## src/logic/lpsc_pkg.sv

```systemverilog
// Purpose: shared constants and types for the low power state control
// Assumes: one clock, sys_clk at 200 MHz
// Notes: timing counts derived from the bus clock rate
package lpsc_pkg;
  // states of the power sequencer
  typedef enum logic [2:0] {
    ST_RUN,
    ST_GRANT,
    ST_SLEEP,
    ST_DEEP,
    ST_MGMT_SAVE,
    ST_MGMT_ACK,
    ST_MGMT_RUN
  } lpsc_state_type;
  // bus transaction kinds issued on the special cycle port
  typedef enum logic [1:0] {
    TXN_NONE,
    TXN_GRANT_ACK,
    TXN_MGMT_ACK
  } lpsc_txn_type;
  // synchroniser depth, at least two flops
  localparam int SYNC_DEPTH = 2;
  // front bus outputs must drop within this many clocks of reset
  localparam int BUS_DROP_CLOCKS = 2;
  // cycles spent saving state before the acknowledge
  localparam int SAVE_CYCLES = 4;
  localparam logic [2:0] SAVE_LAST = 3'h3;
  localparam logic [2:0] SAVE_ZERO = 3'h0;
  // number of bus clock loss detection cycles
  localparam logic [3:0] BCLK_LOSS_LIMIT = 4'hF;
  localparam logic [3:0] BCLK_ZERO = 4'h0;
endpackage

```

## src/logic/lpsc_sync.sv

```systemverilog
// Purpose: multi-flop level synchroniser for asynchronous inputs
// Assumes: inputs may change at any time relative to sys_clk
// Notes: first stage feeds only the second stage
`timescale 1ns/1ps
`default_nettype none
module lpsc_sync #(
  parameter int WIDTH = 4,
  parameter int DEPTH = 2,
  parameter logic [WIDTH-1:0] RST_VAL = '1
) (
  input wire logic sys_clk,
  input wire logic nrst,
  input wire logic [WIDTH-1:0] d_in,
  output logic [WIDTH-1:0] q_out
);
  // refuse a single-flop chain, it would not settle metastability
  if (DEPTH < 2) begin : g_bad
    $error("lpsc_sync needs DEPTH of at least 2");
  end
  // the flop chain, stage 0 catches the raw pin
  logic [WIDTH-1:0] stage_r [DEPTH];
  genvar i;
  for (i = 0; i < DEPTH; i++) begin : g_stage
    if (i == 0) begin : g_first
      always_ff @(posedge sys_clk) begin
        if (!nrst) stage_r[i] <= RST_VAL;
        else stage_r[i] <= d_in;
      end
    end else begin : g_next
      always_ff @(posedge sys_clk) begin
        if (!nrst) stage_r[i] <= RST_VAL;
        else stage_r[i] <= stage_r[i-1];
      end
    end
  end
  assign q_out = stage_r[DEPTH-1];
endmodule
`default_nettype wire

```

## src/logic/lpsc_ctrl.sv

```systemverilog
// Purpose: processor power state and management interrupt sequencer
// Assumes: sideband request pins are asynchronous and active low
// Notes: clock gate enables are levels meant for an external clock gate
// Behaviour
// - grant plus sleep request enters sleep
// - sleep gates all unit clocks, pll stays
// - sleep ignores snoops and interrupts
// - sleep reacts to reset, sleep release, clock loss
// - sleep release returns to grant, restarts clocks
// - deep sleep request in sleep enters deep
// - management interrupt saves state, enters mgmt mode
// - acknowledge transaction, then run handler
// - mgmt interrupt at reset release tristates outputs
// - stop clock request enters grant state
// - grant entry from run issues grant acknowledge transaction
// - grant gates core clocks, bus and irq run
// - grant keeps snooping and servicing interrupts
// - stop clock release restarts clocks, resumes
// - stop clock asynchronous, bus clock untouched
// - reset drops bus outputs within two clocks
`timescale 1ns/1ps
`default_nettype none
module lpsc_ctrl #(
  parameter int SYNC_STAGES = lpsc_pkg::SYNC_DEPTH
) (
  input wire logic sys_clk,
  input wire logic nrst,
  input wire logic clock_halt_request_n,
  input wire logic sleep_request_n,
  input wire logic deep_sleep_request_n,
  input wire logic mgmt_interrupt_n,
  input wire logic bclk_alive,
  input wire logic snoop_req,
  input wire logic irq_req,
  input wire logic [7:0] bus_out_data,
  input wire logic bus_out_valid,
  output logic core_clk_en,
  output logic bus_clk_en,
  output logic irq_ctrl_clk_en,
  output logic pll_en,
  output logic snoop_accept,
  output logic irq_accept,
  output logic exec_en,
  output logic state_save,
  output logic system_management_mode,
  output logic txn_valid,
  output var lpsc_pkg::lpsc_state_type state,
  output var lpsc_pkg::lpsc_txn_type txn_kind,
  output logic deep_sleep,
  output logic [7:0] bus_pin_out,
  output logic bus_pin_oe_n
);
  import lpsc_pkg::*;
  // refuse a chain too short to settle, or too long for the window count
  if (SYNC_STAGES < 2 || SYNC_STAGES > 14) begin : g_bad
    $error("lpsc_ctrl needs SYNC_STAGES between 2 and 14");
  end

  // synchronised request levels, still active low
  logic [3:0] req_sync_n;
  logic halt_req; // stop clock asked
  logic sleep_req; // sleep asked
  logic deep_req; // deep sleep asked
  logic mgmt_req; // management interrupt asked

  // all asynchronous sideband pins cross here first
  lpsc_sync #(
    .WIDTH(4),
    .DEPTH(SYNC_STAGES),
    .RST_VAL(4'hF)
  ) u_sync (
    .sys_clk(sys_clk),
    .nrst(nrst),
    .d_in({mgmt_interrupt_n, deep_sleep_request_n, sleep_request_n,
           clock_halt_request_n}),
    .q_out(req_sync_n)
  );
  // stop clock is only ever sampled, never used as a clock
  assign halt_req = ~req_sync_n[0];
  assign sleep_req = ~req_sync_n[1];
  assign deep_req = ~req_sync_n[2];
  assign mgmt_req = ~req_sync_n[3];

  // state and helper registers
  lpsc_state_type state_r, state_nxt;
  logic [2:0] save_cnt_r, save_cnt_nxt; // state save progress
  logic [3:0] bclk_lost_r; // cycles without bus clock activity
  logic bclk_lost; // bus clock considered removed
  logic mgmt_pend_r; // interrupt latched, not yet accepted
  logic tristate_r; // outputs parked after reset release
  logic [3:0] since_rst_r; // edges since reset release, saturating
  logic in_rst_win; // pin level at release still crossing the chain
  // the chain resets to idle, so the pin level at release needs this long
  localparam logic [3:0] RST_WIN_END = 4'(SYNC_STAGES + 1);
  logic [7:0] bus_pin_r; // registered bus output data
  logic bus_oe_n_r; // registered bus output enable, low drives
  lpsc_txn_type txn_r, txn_nxt; // special cycle being issued

  // bus clock loss watchdog, a stand-in for a missing clock detector
  always_ff @(posedge sys_clk) begin
    if (!nrst) bclk_lost_r <= BCLK_ZERO;
    else if (bclk_alive) bclk_lost_r <= BCLK_ZERO;
    else if (bclk_lost_r != BCLK_LOSS_LIMIT) bclk_lost_r <= bclk_lost_r + 4'h1;
  end
  assign bclk_lost = (bclk_lost_r == BCLK_LOSS_LIMIT);

  // capture a management request at reset release
  // the window spans the chain's latency, since it resets to idle
  assign in_rst_win = (since_rst_r != RST_WIN_END);
  always_ff @(posedge sys_clk) begin
    if (!nrst) begin
      since_rst_r <= 4'h0;
      tristate_r <= 1'b0;
    end else begin
      if (in_rst_win) since_rst_r <= since_rst_r + 4'h1;
      if (in_rst_win && mgmt_req) tristate_r <= 1'b1;
    end
  end

  // management interrupt latch; sleep states hold it off
  // set wins over the clear in the same cycle
  logic mgmt_take; // accept the latched interrupt now
  assign mgmt_take = mgmt_pend_r &&
    (state_r == ST_RUN || state_r == ST_GRANT);
  always_ff @(posedge sys_clk) begin
    if (!nrst) mgmt_pend_r <= 1'b0;
    else if (mgmt_req && state_r != ST_SLEEP && state_r != ST_DEEP &&
             !system_management_mode)
      mgmt_pend_r <= 1'b1; // ignored in sleep
    else if (mgmt_take) mgmt_pend_r <= 1'b0;
  end

  // next state logic
  always_comb begin
    state_nxt = state_r;
    save_cnt_nxt = save_cnt_r;
    txn_nxt = TXN_NONE;
    case (state_r)
      ST_RUN: begin
        if (mgmt_take) begin
          state_nxt = ST_MGMT_SAVE;
          save_cnt_nxt = SAVE_ZERO;
        end else if (halt_req) begin
          state_nxt = ST_GRANT;
          txn_nxt = TXN_GRANT_ACK;
        end
      end
      ST_GRANT: begin
        // interrupts still serviced here
        if (mgmt_take) begin
          state_nxt = ST_MGMT_SAVE;
          save_cnt_nxt = SAVE_ZERO;
        end else if (sleep_req) begin
          state_nxt = ST_SLEEP;
        end else if (!halt_req) begin
          state_nxt = ST_RUN;
        end
      end
      ST_SLEEP: begin
        // only sleep release, deep request and clock loss matter;
        // reset is handled by the clocked process
        if (!sleep_req) state_nxt = ST_GRANT;
        else if (deep_req || bclk_lost) state_nxt = ST_DEEP;
      end
      ST_DEEP: begin
        // leave only when the deep request and clock loss are gone
        if (!deep_req && !bclk_lost) state_nxt = ST_SLEEP;
      end
      ST_MGMT_SAVE: begin
        save_cnt_nxt = save_cnt_r + 3'h1;
        if (save_cnt_r == SAVE_LAST) begin
          state_nxt = ST_MGMT_ACK;
          txn_nxt = TXN_MGMT_ACK;
        end
      end
      ST_MGMT_ACK: begin
        state_nxt = ST_MGMT_RUN; // handler starts after the ack
      end
      ST_MGMT_RUN: begin
        // handler runs until reset; no resume path exists in the project
        state_nxt = ST_MGMT_RUN;
      end
      default: state_nxt = ST_RUN;
    endcase
  end

  // state register
  always_ff @(posedge sys_clk) begin
    if (!nrst) begin
      state_r <= ST_RUN;
      save_cnt_r <= SAVE_ZERO;
      txn_r <= TXN_NONE;
    end else begin
      state_r <= state_nxt;
      save_cnt_r <= save_cnt_nxt;
      txn_r <= txn_nxt;
    end
  end

  // clock gate enables per state
  logic in_sleep; // sleep or deeper
  assign in_sleep = (state_r == ST_SLEEP) || (state_r == ST_DEEP);
  // core stops in grant and sleep
  assign core_clk_en = !in_sleep && state_r != ST_GRANT;
  // bus and interrupt units keep running in grant
  assign bus_clk_en = !in_sleep;
  assign irq_ctrl_clk_en = !in_sleep;
  // pll stays on through sleep, off only in deep sleep
  assign pll_en = (state_r != ST_DEEP);
  // snoops and interrupts accepted outside sleep
  assign snoop_accept = snoop_req && !in_sleep;
  assign irq_accept = irq_req && !in_sleep;
  // execution only when running
  assign exec_en = (state_r == ST_RUN) || (state_r == ST_MGMT_RUN);
  assign state_save = (state_r == ST_MGMT_SAVE);
  assign system_management_mode = (state_r == ST_MGMT_SAVE) ||
    (state_r == ST_MGMT_ACK) || (state_r == ST_MGMT_RUN);
  assign deep_sleep = (state_r == ST_DEEP);
  assign state = state_r;

  // special cycle outputs, one-cycle pulse
  assign txn_kind = txn_r;
  assign txn_valid = (txn_r != TXN_NONE);

  // front bus output stage; reset drops it on the first edge,
  // well inside the two-clock bound
  always_ff @(posedge sys_clk) begin
    if (!nrst) begin
      bus_pin_r <= 8'h00;
      bus_oe_n_r <= 1'b1;
    end else if (tristate_r || in_sleep || in_rst_win) begin
      // held off during the window so a late tristate never glitches
      bus_pin_r <= 8'h00; // parked
      bus_oe_n_r <= 1'b1;
    end else begin
      bus_pin_r <= bus_out_data;
      bus_oe_n_r <= !bus_out_valid;
    end
  end
  assign bus_pin_out = bus_pin_r;
  assign bus_pin_oe_n = bus_oe_n_r;
endmodule
`default_nettype wire

```

## config.mk

```make
export PLATFORM = sky130hd
export DESIGN_NAME = lpsc_ctrl
export DESIGN_NICKNAME = d
export VERILOG_FILES = /design/src/logic/lpsc_pkg.sv /design/src/logic/lpsc_sync.sv /design/src/logic/lpsc_ctrl.sv
export SDC_FILE = /design/constraint.sdc
export NUM_CORES = 1
export LEC_CHECK = 0
export BUFFER_PORTS_ARGS = -buffer_cell sky130_fd_sc_hd__buf_4
export CORE_MARGIN = 4
export CORE_UTILIZATION = 30
export CTS_CLUSTER_DIAMETER = 200
export DETAILED_ROUTE_END_ITERATION = 10
export MAX_ROUTING_LAYER = met4
export RECOVER_POWER = 50
export SYNTH_ARGS = -nofsm -noshare
export SYNTH_HDL_FRONTEND = slang
export SYNTH_SLANG_ARGS = --single-unit
```

## constraint.sdc

```tcl
create_clock -name sys_clk -period 1.9 [get_ports sys_clk]
set_input_delay 0.095 -clock sys_clk [delete_from_list [all_inputs] [get_ports sys_clk]]
set_output_delay 0.095 -clock sys_clk [all_outputs]
set_load 0.01 [all_outputs]
```

==> results.txt <==
The total global-route track usage came out at 0.1109. The die extent in x is roughly 75 um. The post-synthesis register bit count came out at 35. The number of failing setup endpoints in the final timing report is 0. The area of the multi-input gates is just over 600 um2.

The share of synthesized flip-flops with an asynchronous set or reset is 0. The number of buffers on the longest clock path is 2. The worst-skew pair later-pin latency came out at around 0.28 ns. The synthesized instance count came out at 140. In the post-synthesis netlist, the biggest area contributors are sky130_fd_sc_hd__dfxtp_1, sky130_fd_sc_hd__and2_1, sky130_fd_sc_hd__nand2b_1.

The hold violation count in the final report came out at 0. The internal power came out at about 1.2 mW. The fraction of layout cells with a size suffix above 1 came out at 0.2176. The start point of the worst min-delay path is bus_out_data[5]. The path with the worst hold slack has its endpoint at bus_pin_out[5]$_SDFF_PP0_.

The highest ir drop seen on vdd is between 500 and 600 uV. TritonCTS built the clock tree. When the netlist entered floorplanning its net count stood at between 150 and 200.

The path type of the worst setup path is register to output port. The Yosys step of the flow raised 0 warnings. The total power density per cell area is 836.1 nW/um2. The total congestion overflow after global routing is 0. The final critical delay including setup and external delays came out at around 1.6 ns. The sequential area share after synthesis is 0.5152.

The area added between synthesis and finish came out at 35.88%. Post-CTS repair changed the size of 0 cells. The synthesized design spends more area on one cell type than any other, namely sky130_fd_sc_hd__dfxtp_1.

Counting the fill cells in the layout gives ~460. In the final routed layout, each cell accounts on average for around 11 um. The detailed router placed around 1100 vias in this run. The total die area came out at 5675 um2. The data required time at the worst endpoint came out at around 1.8 ns. The run finished with clean final reports. The residual DRC count came out at 0.

The core area came out at ~4400 um2. Across the run, the number of max-cap violations was 0. The setup TNS is 0 ns. The number of global-route vias before repair came to approximately 1100. The number of max-slew violations in the final report came to 0. The average vias per placed instance is about 4.5. The share of synthesized area in the top cell type comes to 0.5152.

The worst pin sits at a relative slew slack of 0.7137. Derived from the worst setup path, the maximum achievable clock frequency is around 620 MHz. The relative contribution of combinational cells to total power came out at 0.109.

The largest net degree at the start of global routing is 25. Of the total power, the share spent switching nets is 0.2256. The starting density of the core came out at 0.3102. The vertical die dimension came out at around 75 um.

The register share of total power is 0.513. The portion of the clock cycle consumed by the worst path in the final layout is 0.8454. For the pin with the worst max-slew slack, the measured transition is ~0.43 ns. The number of buffers created by CTS is 5. The number of rows in the core area came out at 24. The number of distinct library cell variants in the gate-level netlist after synthesis is 30. The tree is rooted in a sky130_fd_sc_hd__clkbuf_8.

The count of flip-flops with a built-in enable after synthesis is 0. Setup repair after global routing left no endpoint under its margin. The DRC marker count from the first detailed-route iteration is 74.

The number of antenna cells inserted came out at 0. The post-route cell area is 1848 um2. The number of setup buffers added after CTS came out at 0. STA classifies the critical path startpoint as a register.

Detailed placement ended at an HPWL of around 1900 um. In this run the critical register-to-register path is captured at bus_pin_out[7]$_SDFF_PP0_. The leakage power summed over all cells is approximately 0.76 nW.

43 I/O pins were placed. The residual antenna-violating net count after detailed routing is 0. Counting instances in the post-synthesis netlist gives the leading cell types as sky130_fd_sc_hd__dfxtp_1, sky130_fd_sc_hd__and2_1, sky130_fd_sc_hd__nand2b_1, sky130_fd_sc_hd__nor2_1. The routability congestion estimate is 0.7736. Between clock sinks in the finished design, the worst skew comes to between 0.004 and 0.005 ns. The class of the tightest hold or removal check is input port to register. The number of H-tree levels is 2. In this run the critical register-to-register path is launched from state[2]$_SDFFE_PN0P_.

The number of buffers inserted by hold repair at cts is 8. The global-route wire length before repair is about 4600 um. The initial antenna violation count is 0. The number of cells traversed by the worst hold path is 2. Summed over all nets, the switching power comes to 0.3486 mW. Registers take 700.7 um2. Power comes to between 1.5 and 2 mW. The average instance area after synthesis came out at around 10 um2. STA classifies the critical path endpoint as an output port. The register-to-register setup slack is ~0.42 ns.

The standard cell area after detailed placement is about 1700 um2. In this run the worst path has a maximum fanout of 8. The worst-case reg-to-reg path depth came out at 3. The final-stage net count is roughly 210. The routed wire length is between 2000 and 3000 um. The worst endpoint data arrival time came out at 1.51 ns. The clock slew at the register clock pins of the worst setup and hold paths is approximately 0.070 ns. The most common cell in the synthesized netlist is sky130_fd_sc_hd__dfxtp_1. The worst hold-check slack came out at between 0.009 and 0.01 ns. After synthesis the cells add up to 1360 um2. The clock share of power came out at 0.378. The first TritonRoute pass finished after 4 iterations. The utilization after layout came out at 0.4215. The dominant synthesized flop cell is sky130_fd_sc_hd__dfxtp_1. The number of buffer cells added on primary ports came out at 42. The number of sinks handled by clock tree synthesis came out at 35.
==> area by class of cell <==
type | instances | share of cell area
Inverter | 3 | 0.006093
Tap cell | 52 | 0.03521
Timing Repair Buffer | 52 | 0.1916
Clock buffer | 8 | 0.05416
Multi-Input combinational cell | 95 | 0.3338
Sequential cell | 35 | 0.3791
==> flip-flops by register name (all words and copies together) (netlist names) <==
name and flops:
bus_pin_oe_n 1, bus_pin_out 8, bclk_lost_r 4, tristate_r 1, txn_kind 2, u_sync.stage_r 8, save_cnt_r 3, since_rst_r 4
state 3, mgmt_pend_r 1
==> critical path, stage by stage, from the launching register on <==
cell                      delay [ns]
sky130_fd_sc_hd__dfxtp_1        0.45
sky130_fd_sc_hd__buf_4          0.21
sky130_fd_sc_hd__nand2_1        0.08
sky130_fd_sc_hd__or2_2          0.31
sky130_fd_sc_hd__inv_1          0.06
sky130_fd_sc_hd__buf_4          0.11
==> per-stage QoR <==
stage	setup slack, ns	instances
finish	0.2938	245
global route	0.1648	245
CTS	0.2713	245
detailed placement	0.4463	229
global placement	0.4704	229
floorplan	0.5128	140
==> layer usage <==
layer	share of wire	track usage	vias up	wire (um)
met5	0	-	-	0
met4	0.027	0.06408	0	72
met3	0.099	0.03826	9	267
met2	0.41	0.1553	44	1118
met1	0.46	0.1375	480	1244
li1	-	-	563	-
==> cell usage in the layout, fill, tap and decap left out <==
cell	instances
sky130_fd_sc_hd__dfxtp_1	35
sky130_fd_sc_hd__buf_4	25
sky130_fd_sc_hd__clkbuf_1	16
sky130_fd_sc_hd__and2_1	12
sky130_fd_sc_hd__nand2b_1	11
sky130_fd_sc_hd__nor2_1	10
sky130_fd_sc_hd__dlygate4sd3_1	8
sky130_fd_sc_hd__clkbuf_8	7
sky130_fd_sc_hd__a21oi_1	6
sky130_fd_sc_hd__nor2b_1	6
sky130_fd_sc_hd__nand2_1	5
sky130_fd_sc_hd__o21ai_0	5
sky130_fd_sc_hd__nand3_1	5
sky130_fd_sc_hd__mux2i_1	4
sky130_fd_sc_hd__ha_1	4
sky130_fd_sc_hd__clkbuf_4	4
sky130_fd_sc_hd__nor3b_2	3
sky130_fd_sc_hd__or2_2	3
sky130_fd_sc_hd__inv_1	3
sky130_fd_sc_hd__xnor2_1	3
sky130_fd_sc_hd__nor3_1	3
sky130_fd_sc_hd__nor3b_1	2
sky130_fd_sc_hd__o21a_1	2
sky130_fd_sc_hd__and2_0	2
sky130_fd_sc_hd__xor2_1	1
sky130_fd_sc_hd__or4_1	1
sky130_fd_sc_hd__and4b_1	1
sky130_fd_sc_hd__a31oi_1	1
sky130_fd_sc_hd__a21boi_0	1
sky130_fd_sc_hd__and3_1	1
sky130_fd_sc_hd__a21boi_1	1
sky130_fd_sc_hd__a211oi_1	1
sky130_fd_sc_hd__a22oi_1	1
==> power groups by stage <==
stage / combinational, mW / clock (mW) / sequential [mW]
final: 0.168 / 0.584 / 0.793
after CTS: 0.180 / 0.609 / 0.793
after detailed placement: 0.166 / 0 / 0.809
after floorplan: 0.0937 / 0 / 0.804
after global routing: 0.189 / 0.638 / 0.799
after global placement: 0.167 / 0 / 0.809
==> cells by family after synthesis <==
family                   count (synthesis)  synth area share
AND/OR/NAND/NOR                         65            0.2834
flip-flops                              35            0.5152
AO/OA/AOI/OAI                           18           0.07820
buffers and inverters                   10           0.03128
XOR/XNOR                                 4           0.02576
multiplexers                             4           0.02944
adder cells (fa/ha/maj)                  4           0.03680
==> worst max-delay path by stage <==
stage | start | to | slack [ns] | cells past startpoint
after floorplan | since_rst_r[0]$_SDFFE_PN0P_ | bus_pin_out[0]$_SDFF_PP0_ | 0.51 | 5
after global placement | state[2]$_SDFFE_PN0P_ | state[0]$_SDFFE_PN0P_ | 0.47 | 4
after CTS | state[1]$_SDFFE_PN0P_ | deep_sleep | 0.27 | 5
after global routing | state[1]$_SDFFE_PN0P_ | deep_sleep | 0.16 | 5
final | state[1]$_SDFFE_PN0P_ | deep_sleep | 0.29 | 5
after detailed placement | state[2]$_SDFFE_PN0P_ | bus_pin_out[6]$_SDFF_PP0_ | 0.45 | 3
(Power assumes the default switching activity.)
